**src/hw/mbpwm_pkg.sv**
```systemverilog
/*
  Package for the match-based pulse-width timer: register offsets, field positions,
  reset values and sizes shared by the timer core, its checker and the bench.
  Assumes a simple strobe register port with 32-bit data and word offsets.
*/
package mbpwm_pkg;
  localparam int MBPWM_NUM_MATCH = 7;
  localparam int MBPWM_NUM_CAP = 4;
  localparam int MBPWM_NUM_OUT = 6;
  localparam int MBPWM_AW = 6;
  // Word offsets (byte address / 4 is not used; port is word addressed)
  localparam logic [5:0] MBPWM_OFS_IRQ_STAT = 6'h00;
  localparam logic [5:0] MBPWM_OFS_CTRL = 6'h01;
  localparam logic [5:0] MBPWM_OFS_COUNT = 6'h02;
  localparam logic [5:0] MBPWM_OFS_PRESCALE = 6'h03;
  localparam logic [5:0] MBPWM_OFS_PRE_COUNT = 6'h04;
  localparam logic [5:0] MBPWM_OFS_MATCH_CTRL = 6'h05;
  localparam logic [5:0] MBPWM_OFS_MATCH0 = 6'h06;
  localparam logic [5:0] MBPWM_OFS_CAP_CTRL = 6'h0d;
  localparam logic [5:0] MBPWM_OFS_CAP0 = 6'h0e;
  localparam logic [5:0] MBPWM_OFS_PWM_CTRL = 6'h12;
  localparam logic [5:0] MBPWM_OFS_RELEASE = 6'h13;
  localparam logic [5:0] MBPWM_OFS_IRQ_MASK = 6'h14;
  // Control register fields
  localparam int MBPWM_CTRL_RUN = 0;
  localparam int MBPWM_CTRL_RESET = 1;
  localparam int MBPWM_CTRL_PWM_EN = 3;
  // Per match: bit 3m irq, 3m+1 reset, 3m+2 stop
  localparam int MBPWM_MC_BITS = 3;
  // Per capture: bit 3c rise, 3c+1 fall, 3c+2 irq
  localparam int MBPWM_CC_BITS = 3;
  // Pulse control: bits [7:2] double-edge select for outputs 1..6, [14:9] output enables
  localparam int MBPWM_PC_SEL_LSB = 2;
  localparam int MBPWM_PC_ENA_LSB = 9;
  localparam logic [31:0] MBPWM_RESET_WORD = 32'h0000_0000;
endpackage : mbpwm_pkg

```
**src/hw/mbpwm_match_mem.sv**
```systemverilog
/*
  Small memory of match words with registered read data, used for shadow storage.
  Assumes single-clock synchronous use, one write and one read port.
*/
`timescale 1ns/1ps
module mbpwm_match_mem #(
  parameter int DEPTH = 7,
  parameter int WIDTH = 32
) (
  input wire logic clk_in,
  input wire logic wr_en_in,
  input wire logic [2:0] wr_addr_in,
  input wire logic [WIDTH-1:0] wr_data_in,
  input wire logic [2:0] rd_addr_in,
  output logic [WIDTH-1:0] rd_data_out
);
  logic [WIDTH-1:0] mem [DEPTH];
  always_ff @(posedge clk_in) begin
    if (wr_en_in) begin
      mem[wr_addr_in] <= wr_data_in;
    end
    rd_data_out <= mem[rd_addr_in];
  end
endmodule : mbpwm_match_mem

```
**src/hw/mbpwm_timer.sv**
```systemverilog
/*
  Match-based pulse-width timer: prescaler, 32-bit count, seven match slots with
  shadowed values, four captures, six pulse outputs and a masked interrupt.
  Assumes a synchronous register port with one-cycle strobes and capture inputs
  synchronous to clk_in.
*/
// Functional notes
// - Prescaled 32-bit counter of clock cycles is the common time base
// - Seven match slots drive six single or three double edge outputs
// - Count resets on cycle-period match, setting the shared repetition rate
// - Single-edge outputs go high at cycle start unless held constant low
// - One dedicated match slot places a single-edge output's falling edge
// - Double-edge output: two slots set rise and fall, either polarity
// - Double-edge edges may sit anywhere in the cycle, any order
// - Each match may continue, stop or reset the count, plus interrupt
// - Four capture inputs latch the count on edges, optional interrupt
// - Match writes go to shadow; software must release before use
// - Period and width are any whole tick count; one shared rate
// - Without pulse mode the block is a plain match/capture timer
`timescale 1ns/1ps
module mbpwm_timer import mbpwm_pkg::*; #(
  parameter int CW = 32
) (
  input wire logic clk_in,
  input wire logic rst_in,
  input wire logic [MBPWM_AW-1:0] addr_in,
  input wire logic [31:0] wdata_in,
  input wire logic wr_in,
  input wire logic rd_in,
  input wire logic [MBPWM_NUM_CAP-1:0] cap_in,
  output logic [31:0] rdata_out,
  output logic [MBPWM_NUM_OUT-1:0] pwm_out,
  output logic irq_out
);
  typedef struct packed {
    logic [CW-1:0] count;
    logic [CW-1:0] pre_count;
    logic [CW-1:0] prescale;
    logic [3:0] ctrl;
    logic [20:0] match_ctrl;
    logic [11:0] cap_ctrl;
    logic [14:0] pwm_ctrl;
    logic [6:0] release_req;
    logic [10:0] irq_stat;
    logic [10:0] irq_mask;
    logic [MBPWM_NUM_MATCH-1:0][CW-1:0] match;
    logic [MBPWM_NUM_CAP-1:0][CW-1:0] cap;
    logic [MBPWM_NUM_CAP-1:0] cap_prev;
    logic [MBPWM_NUM_OUT-1:0] pwm;
    logic [2:0] load_idx;
    logic loading;
    logic [31:0] rdata;
    logic irq;
  } mbpwm_state_t;

  mbpwm_state_t cur, next_cur;
  logic [CW-1:0] shadow_q;
  logic shadow_wr;
  logic [2:0] shadow_waddr;
  logic tick;
  logic [MBPWM_NUM_MATCH-1:0] hit;
  logic [MBPWM_NUM_CAP-1:0] cap_ev;
  logic [MBPWM_NUM_OUT:0] set_b, clr_b;

  // Shadow storage; one slot read per cycle during transfer
  mbpwm_match_mem #(.DEPTH(MBPWM_NUM_MATCH), .WIDTH(CW)) u_shadow (
    .clk_in(clk_in),
    .wr_en_in(shadow_wr),
    .wr_addr_in(shadow_waddr),
    .wr_data_in(wdata_in[CW-1:0]),
    // Address the slot of the coming cycle so the registered word lines up with load_idx
    .rd_addr_in(next_cur.load_idx),
    .rd_data_out(shadow_q)
  );

  assign shadow_waddr = 3'(addr_in - MBPWM_OFS_MATCH0);
  assign shadow_wr = wr_in && addr_in >= MBPWM_OFS_MATCH0 &&
                     addr_in < MBPWM_OFS_MATCH0 + 6'(MBPWM_NUM_MATCH);
  assign tick = cur.ctrl[MBPWM_CTRL_RUN] && !cur.ctrl[MBPWM_CTRL_RESET] &&
                cur.pre_count >= cur.prescale;

  genvar g;
  generate
    for (g = 0; g < MBPWM_NUM_MATCH; g++) begin : g_match
      assign hit[g] = tick && cur.count == cur.match[g];
    end
    for (g = 0; g < MBPWM_NUM_CAP; g++) begin : g_cap
      assign cap_ev[g] = (cur.cap_ctrl[3*g] && cap_in[g] && !cur.cap_prev[g]) ||
                         (cur.cap_ctrl[3*g+1] && !cap_in[g] && cur.cap_prev[g]);
    end
    // Output n: single edge sets on slot 0, clears on slot n; double edge uses n-1 / n
    for (g = 1; g <= MBPWM_NUM_OUT; g++) begin : g_out
      assign set_b[g] = cur.pwm_ctrl[g+1] ? hit[g-1] : hit[0];
      assign clr_b[g] = hit[g];
    end
  endgenerate
  assign set_b[0] = 1'b0;
  assign clr_b[0] = 1'b0;

  always_comb begin
    next_cur = cur;
    next_cur.cap_prev = cap_in;
    next_cur.rdata = MBPWM_RESET_WORD;
    // Prescaler and count
    if (cur.ctrl[MBPWM_CTRL_RESET]) begin
      next_cur.count = '0;
      next_cur.pre_count = '0;
    end else if (cur.ctrl[MBPWM_CTRL_RUN]) begin
      if (tick) begin
        next_cur.pre_count = '0;
        next_cur.count = cur.count + 1'b1;
      end else begin
        next_cur.pre_count = cur.pre_count + 1'b1;
      end
    end
    for (int m = 0; m < MBPWM_NUM_MATCH; m++) begin
      if (hit[m]) begin
        next_cur.irq_stat[m] = cur.irq_stat[m] | cur.match_ctrl[3*m];
        if (cur.match_ctrl[3*m+1] || (m == 0 && cur.ctrl[MBPWM_CTRL_PWM_EN])) begin
          next_cur.count = '0;
        end
        if (cur.match_ctrl[3*m+2]) begin
          // Stop holds the matched value instead of stepping past it
          next_cur.count = cur.count;
          next_cur.ctrl[MBPWM_CTRL_RUN] = 1'b0;
        end
      end
    end
    // Pulse outputs only in pulse mode; clear wins when both land together
    if (cur.ctrl[MBPWM_CTRL_PWM_EN]) begin
      for (int o = 0; o < MBPWM_NUM_OUT; o++) begin
        if (!cur.pwm_ctrl[MBPWM_PC_ENA_LSB+o]) begin
          next_cur.pwm[o] = 1'b0;
        end else if (clr_b[o+1]) begin
          next_cur.pwm[o] = 1'b0;
        end else if (set_b[o+1]) begin
          next_cur.pwm[o] = 1'b1;
        end
      end
    end else begin
      next_cur.pwm = '0;
    end
    // Shadow transfer starts at the period reset in pulse mode, at once outside it; one slot per cycle
    if (cur.loading) begin
      if (cur.release_req[cur.load_idx]) begin
        next_cur.match[cur.load_idx] = shadow_q;
      end
      next_cur.release_req[cur.load_idx] = 1'b0;
      next_cur.load_idx = cur.load_idx + 3'd1;
      if (cur.load_idx == 3'(MBPWM_NUM_MATCH - 1)) begin
        next_cur.loading = 1'b0;
        next_cur.load_idx = '0;
      end
    end else if ((hit[0] || !cur.ctrl[MBPWM_CTRL_PWM_EN]) && cur.release_req != '0) begin
      next_cur.loading = 1'b1;
      next_cur.load_idx = 3'd0;
    end
    for (int c = 0; c < MBPWM_NUM_CAP; c++) begin
      if (cap_ev[c]) begin
        next_cur.cap[c] = cur.count;
      end
    end
    // Register writes; hardware set wins over a write-one clear
    if (wr_in) begin
      case (addr_in)
        MBPWM_OFS_IRQ_STAT: next_cur.irq_stat = next_cur.irq_stat & ~wdata_in[10:0];
        MBPWM_OFS_CTRL: next_cur.ctrl = wdata_in[3:0];
        MBPWM_OFS_COUNT: next_cur.count = wdata_in[CW-1:0];
        MBPWM_OFS_PRESCALE: next_cur.prescale = wdata_in[CW-1:0];
        MBPWM_OFS_PRE_COUNT: next_cur.pre_count = wdata_in[CW-1:0];
        MBPWM_OFS_MATCH_CTRL: next_cur.match_ctrl = wdata_in[20:0];
        MBPWM_OFS_CAP_CTRL: next_cur.cap_ctrl = wdata_in[11:0];
        MBPWM_OFS_PWM_CTRL: next_cur.pwm_ctrl = wdata_in[14:0];
        MBPWM_OFS_RELEASE: next_cur.release_req = cur.release_req | wdata_in[6:0];
        MBPWM_OFS_IRQ_MASK: next_cur.irq_mask = wdata_in[10:0];
        default: ;
      endcase
    end
    for (int m = 0; m < MBPWM_NUM_MATCH; m++) begin
      if (hit[m] && cur.match_ctrl[3*m]) begin
        next_cur.irq_stat[m] = 1'b1;
      end
    end
    for (int c = 0; c < MBPWM_NUM_CAP; c++) begin
      if (cap_ev[c] && cur.cap_ctrl[3*c+2]) begin
        next_cur.irq_stat[MBPWM_NUM_MATCH+c] = 1'b1;
      end
    end
    // Read mux; match offsets read the active value, not the shadow
    if (rd_in) begin
      case (addr_in)
        MBPWM_OFS_IRQ_STAT: next_cur.rdata = 32'(cur.irq_stat);
        MBPWM_OFS_CTRL: next_cur.rdata = 32'(cur.ctrl);
        MBPWM_OFS_COUNT: next_cur.rdata = 32'(cur.count);
        MBPWM_OFS_PRESCALE: next_cur.rdata = 32'(cur.prescale);
        MBPWM_OFS_PRE_COUNT: next_cur.rdata = 32'(cur.pre_count);
        MBPWM_OFS_MATCH_CTRL: next_cur.rdata = 32'(cur.match_ctrl);
        MBPWM_OFS_CAP_CTRL: next_cur.rdata = 32'(cur.cap_ctrl);
        MBPWM_OFS_PWM_CTRL: next_cur.rdata = 32'(cur.pwm_ctrl);
        MBPWM_OFS_RELEASE: next_cur.rdata = 32'(cur.release_req);
        MBPWM_OFS_IRQ_MASK: next_cur.rdata = 32'(cur.irq_mask);
        default: begin
          if (addr_in >= MBPWM_OFS_MATCH0 && addr_in < MBPWM_OFS_CAP_CTRL) begin
            next_cur.rdata = 32'(cur.match[3'(addr_in - MBPWM_OFS_MATCH0)]);
          end else if (addr_in >= MBPWM_OFS_CAP0 && addr_in < MBPWM_OFS_PWM_CTRL) begin
            next_cur.rdata = 32'(cur.cap[2'(addr_in - MBPWM_OFS_CAP0)]);
          end
        end
      endcase
    end
    next_cur.irq = |(next_cur.irq_stat & next_cur.irq_mask);
  end

  always_ff @(posedge clk_in) begin
    if (rst_in) begin
      cur <= '0;
    end else begin
      cur <= next_cur;
    end
  end

  assign rdata_out = cur.rdata;
  assign pwm_out = cur.pwm;
  assign irq_out = cur.irq;
endmodule : mbpwm_timer

```
**config.mk**
```make
export PLATFORM = sky130hd
export DESIGN_NAME = mbpwm_timer
export DESIGN_NICKNAME = d
export VERILOG_FILES = /design/src/hw/mbpwm_pkg.sv /design/src/hw/mbpwm_match_mem.sv /design/src/hw/mbpwm_timer.sv
export SDC_FILE = /design/constraint.sdc
export NUM_CORES = 2
export LEC_CHECK = 0
export BUFFER_PORTS_ARGS = -buffer_cell sky130_fd_sc_hd__buf_2
export CORE_MARGIN = 5
export CORE_UTILIZATION = 45
export DETAILED_ROUTE_END_ITERATION = 6
export GPL_ROUTABILITY_DRIVEN = 0
export GPL_TIMING_DRIVEN = 0
export HOLD_SLACK_MARGIN = 0.12
export MAX_ROUTING_LAYER = met4
export PLACE_DENSITY = 0.62
export SLEW_MARGIN = 0
export SYNTH_ARGS = -nofsm -noshare
export SYNTH_HDL_FRONTEND = slang
export SYNTH_SLANG_ARGS = --single-unit
export TNS_END_PERCENT = 50
```
**constraint.sdc**
```tcl
create_clock -name clk_in -period 12.4 [get_ports clk_in]
set_input_delay 2.48 -clock clk_in [delete_from_list [all_inputs] [get_ports clk_in]]
set_output_delay 2.48 -clock clk_in [all_outputs]
set_load 0.01 [all_outputs]
```
==> summary.txt <==
Floorplan
  – Core area: 0.0882 sq mm
  – Top Ports: 85
  – Die area: 0.0948 sq mm
  – Die Height: 308 um
  – Starting density of the core: 45.3%
  – Die W: 308 um
  – Placement Rows: 109

Timing
  – Final Hold Viols: 0
  – Final Critical Period: 6.16 ns
  – Layout Skew: 0.0316 ns
  – RSZ-0062 raised after global routing: false
  – Final WS setup: 6.24 ns
  – Setup violations, final: 0
  – Final max-slew violation count: 0
  – Final TNS setup: 0 ns
  – Post-route clock period utilization: 49.7%
  – Worst-Margin Slew: 1.47 ns
  – Rel. slew slack: 1.18%
  – Fmax: 162 MHz

Finish
  – Share of cells above drive strength 1: 11.0%
  – Final cell count without fillers: 5805
  – Commonest non-fill, non-tap cells in the layout: nand2_1 (1025), dfxtp_1 (608), a21oi_1 (558)
  – Post-layout util: 51.1%
  – Fillers: 8190
  – Commonest non-fill, non-tap cell in the layout: nand2_1
  – Fin area: 0.0451 sq mm
  – P&R area growth vs syn: 12.9%
  – Layout Nets: 4639

Worst setup path
  – Worst endpoint required time: 13.00 ns
  – WS Path Type: in -> reg
  – Setup crit start kind: input port
  – Crit path max fanout: 10
  – CP arrival: 6.76 ns
  – Crit path capture type: flip-flop

Min path
  – Min-delay worst type: reg -> reg

Logic synthesis
  – Netlist cell types: 86
  – Share of synthesized registers carrying an async set or reset: 0%
  – Sequential share of the synthesized area: 47.3%
  – #FFs+latches synth: 832
  – Ys Warns: 0
  – Mapped Cells: 4365
  – Post-synth top flop: dfxtp_1
  – Area of the mapped netlist: 0.0399 sq mm
  – Post-synth EDFFs: 224
  – Synthesized Nets: 4449
  – Mapped Avg Cell Area: 9.15 sq um

Routing
  – Final wirelength: 161 mm
  – Iteration-0 DRC Markers: 6106
  – DR WL/cell: 27.8 um
  – Via count: 35.9k
  – First-pass DRT Iterations: 7
  – DRC viols: 0
  – Via-to-Cell Ratio: 6.19
  – Post-DRT Antenna Nets: 0

Placed design
  – Port bufs: 83
  – Placed cell count: 5627
  – Placed cell area: 0.0420 sq mm
  – Hpwl dp: 119 mm
  – Worst slack, placed: 5.87 ns

Clock network
  – TritonCTS Buffers: 90
  – Number of H-tree levels: 3
  – Clock-pin slew on the worst setup and hold paths: 0.06 ns
  – Root Driver: clkbuf_16
  – Worst skew pair latency: 0.70 ns
  – CTS Sinks: 832
  – # hold bufs at CTS: 0
  – PostCTS Resize Cnt: 0
  – Setup Buffers After CTS: 0
  – CTS tree: built
  – Max Root-Sink Buffers: 3

Run status
  – Failing checks: max-capacitance violations
  – Status: complete, but fails checks

GRT
  – Initial antenna violation count: 9
  – Largest net degree at the start of global routing: 33
  – First-pass GRT wire length: 228 mm
  – Total GRT Usage: 33.6%
  – Via count of the first global-routing pass: 33.0k
  – Gr ovfl total: 0

Pwr
  – Power per cell area: 130 mW/mm^2
  – Leakage: 17.3 nW
  – VDD IR-drop max: 0.104 mV

Job
  – Max_cap viols: 1
-- power by group --
| group | total (W) | switching, W | leakage (nW) | internal [W] |
|---|---|---|---|---|
| Combinational | 0.000282 | 0.000209 | 8.93 | 0.0000735 |
| Clock | 0.00277 | 0.00118 | 1.49 | 0.00160 |
| Sequential | 0.00282 | 0.0000237 | 6.92 | 0.00280 |
| Total | 0.00588 | 0.00141 | 17.3 | 0.00447 |
-- cell families after synthesis --
logic type      synth area share [%]
compound gates                  13.6
xor+xnor                        5.64
fa+ha+maj                       1.19
buf+inv                         5.24
flops                           47.3
mux                             11.3
simple gates                    15.7
-- cell usage after synthesis (all sizes together) (11+ instances only) --
library cell / instances / share of area (%)
a211oi: 17 / 0.34
a21oi: 558 / 7.0
a221oi: 27 / 0.59
a222oi: 17 / 0.43
a22oi: 26 / 0.50
a31oi: 20 / 0.31
and2: 24 / 0.38
and3: 21 / 0.33
buf: 138 / 2.1
clkbuf: 244 / 2.3
dfxtp: 608 / 30
edfxtp: 224 / 17
ha: 38 / 1.2
inv: 91 / 0.86
mux2: 68 / 1.9
mux2i: 231 / 5.8
mux4: 64 / 3.6
nand2: 1025 / 9.6
nand3: 43 / 0.54
nand4: 48 / 0.75
nor2: 154 / 1.5
nor2b: 11 / 0.17
nor3: 60 / 0.76
nor4: 62 / 0.99
o21ai: 88 / 1.1
o22ai: 39 / 0.61
o31ai: 13 / 0.24
xnor2: 51 / 1.1
xor2: 206 / 4.5
-- final cells by class --
class	count	area (sq um)	share of cell area, %
Clock buffer	124	2550	5.66
Timing Repair Buffer	98	613	1.36
Inverter	93	349	0.774
Antenna cell	12	30.0	0.0666
Clock inverter	41	472	1.05
Buffer	382	1740	3.87
Tap cell	1165	1460	3.23
Multi-Input combinational cell	3058	19000	42.1
Sequential cell	832	18900	41.9
-- critical path, stage by stage --
cell and delay (ns):
buf_2 0.14, clkbuf_1 0.35, clkbuf_1 0.68, clkbuf_1 0.85, buf_1 0.75, mux2i_1 0.16
o21ai_0 1.03, a21oi_1 0.15, nor2_1 0.18
-- final timing paths --
kind	from	to	slack (ns)	cells after the start
setup / recovery	addr_in[0]	rdata_out[15]	6.24	9
hold / removal	cur[96]	cur[96]	0.44	2
setup reg to reg	cur[559]	cur[574]	6.90	11
hold reg to reg	cur[96]	cur[96]	0.44	2
-- per-stage QoR --
stage	total power [W]	hold WS, ns
2_1_floorplan	0.00301	0.429
3_5_place_dp	0.00315	0.440
3_3_place_gp	0.00315	0.435
5_1_grt	0.00600	0.460
6_report	0.00588	0.445
4_1_cts	0.00588	0.448
-- routing by layer --
| metal | routed length, um | share of wire [%] | track usage, % |
|---|---|---|---|
| met2 | 63900 | 40 | 45.6 |
| met4 | 12300 | 7.7 | 18.9 |
| met3 | 23000 | 14 | 12.3 |
| met1 | 62000 | 38 | 43.3 |
| met5 | 0 | 0 | - |
-- sequential cells by signal, summed over array words and instances (netlist names) --
| register | count |
|---|---|
| cur | 537 |
| irq_out | 1 |
| pwm_out | 6 |
| rdata_out | 32 |
| u_shadow.mem | 224 |
| u_shadow.rd_data_out | 32 |
Note: power is estimated with default switching activity, not from simulation.
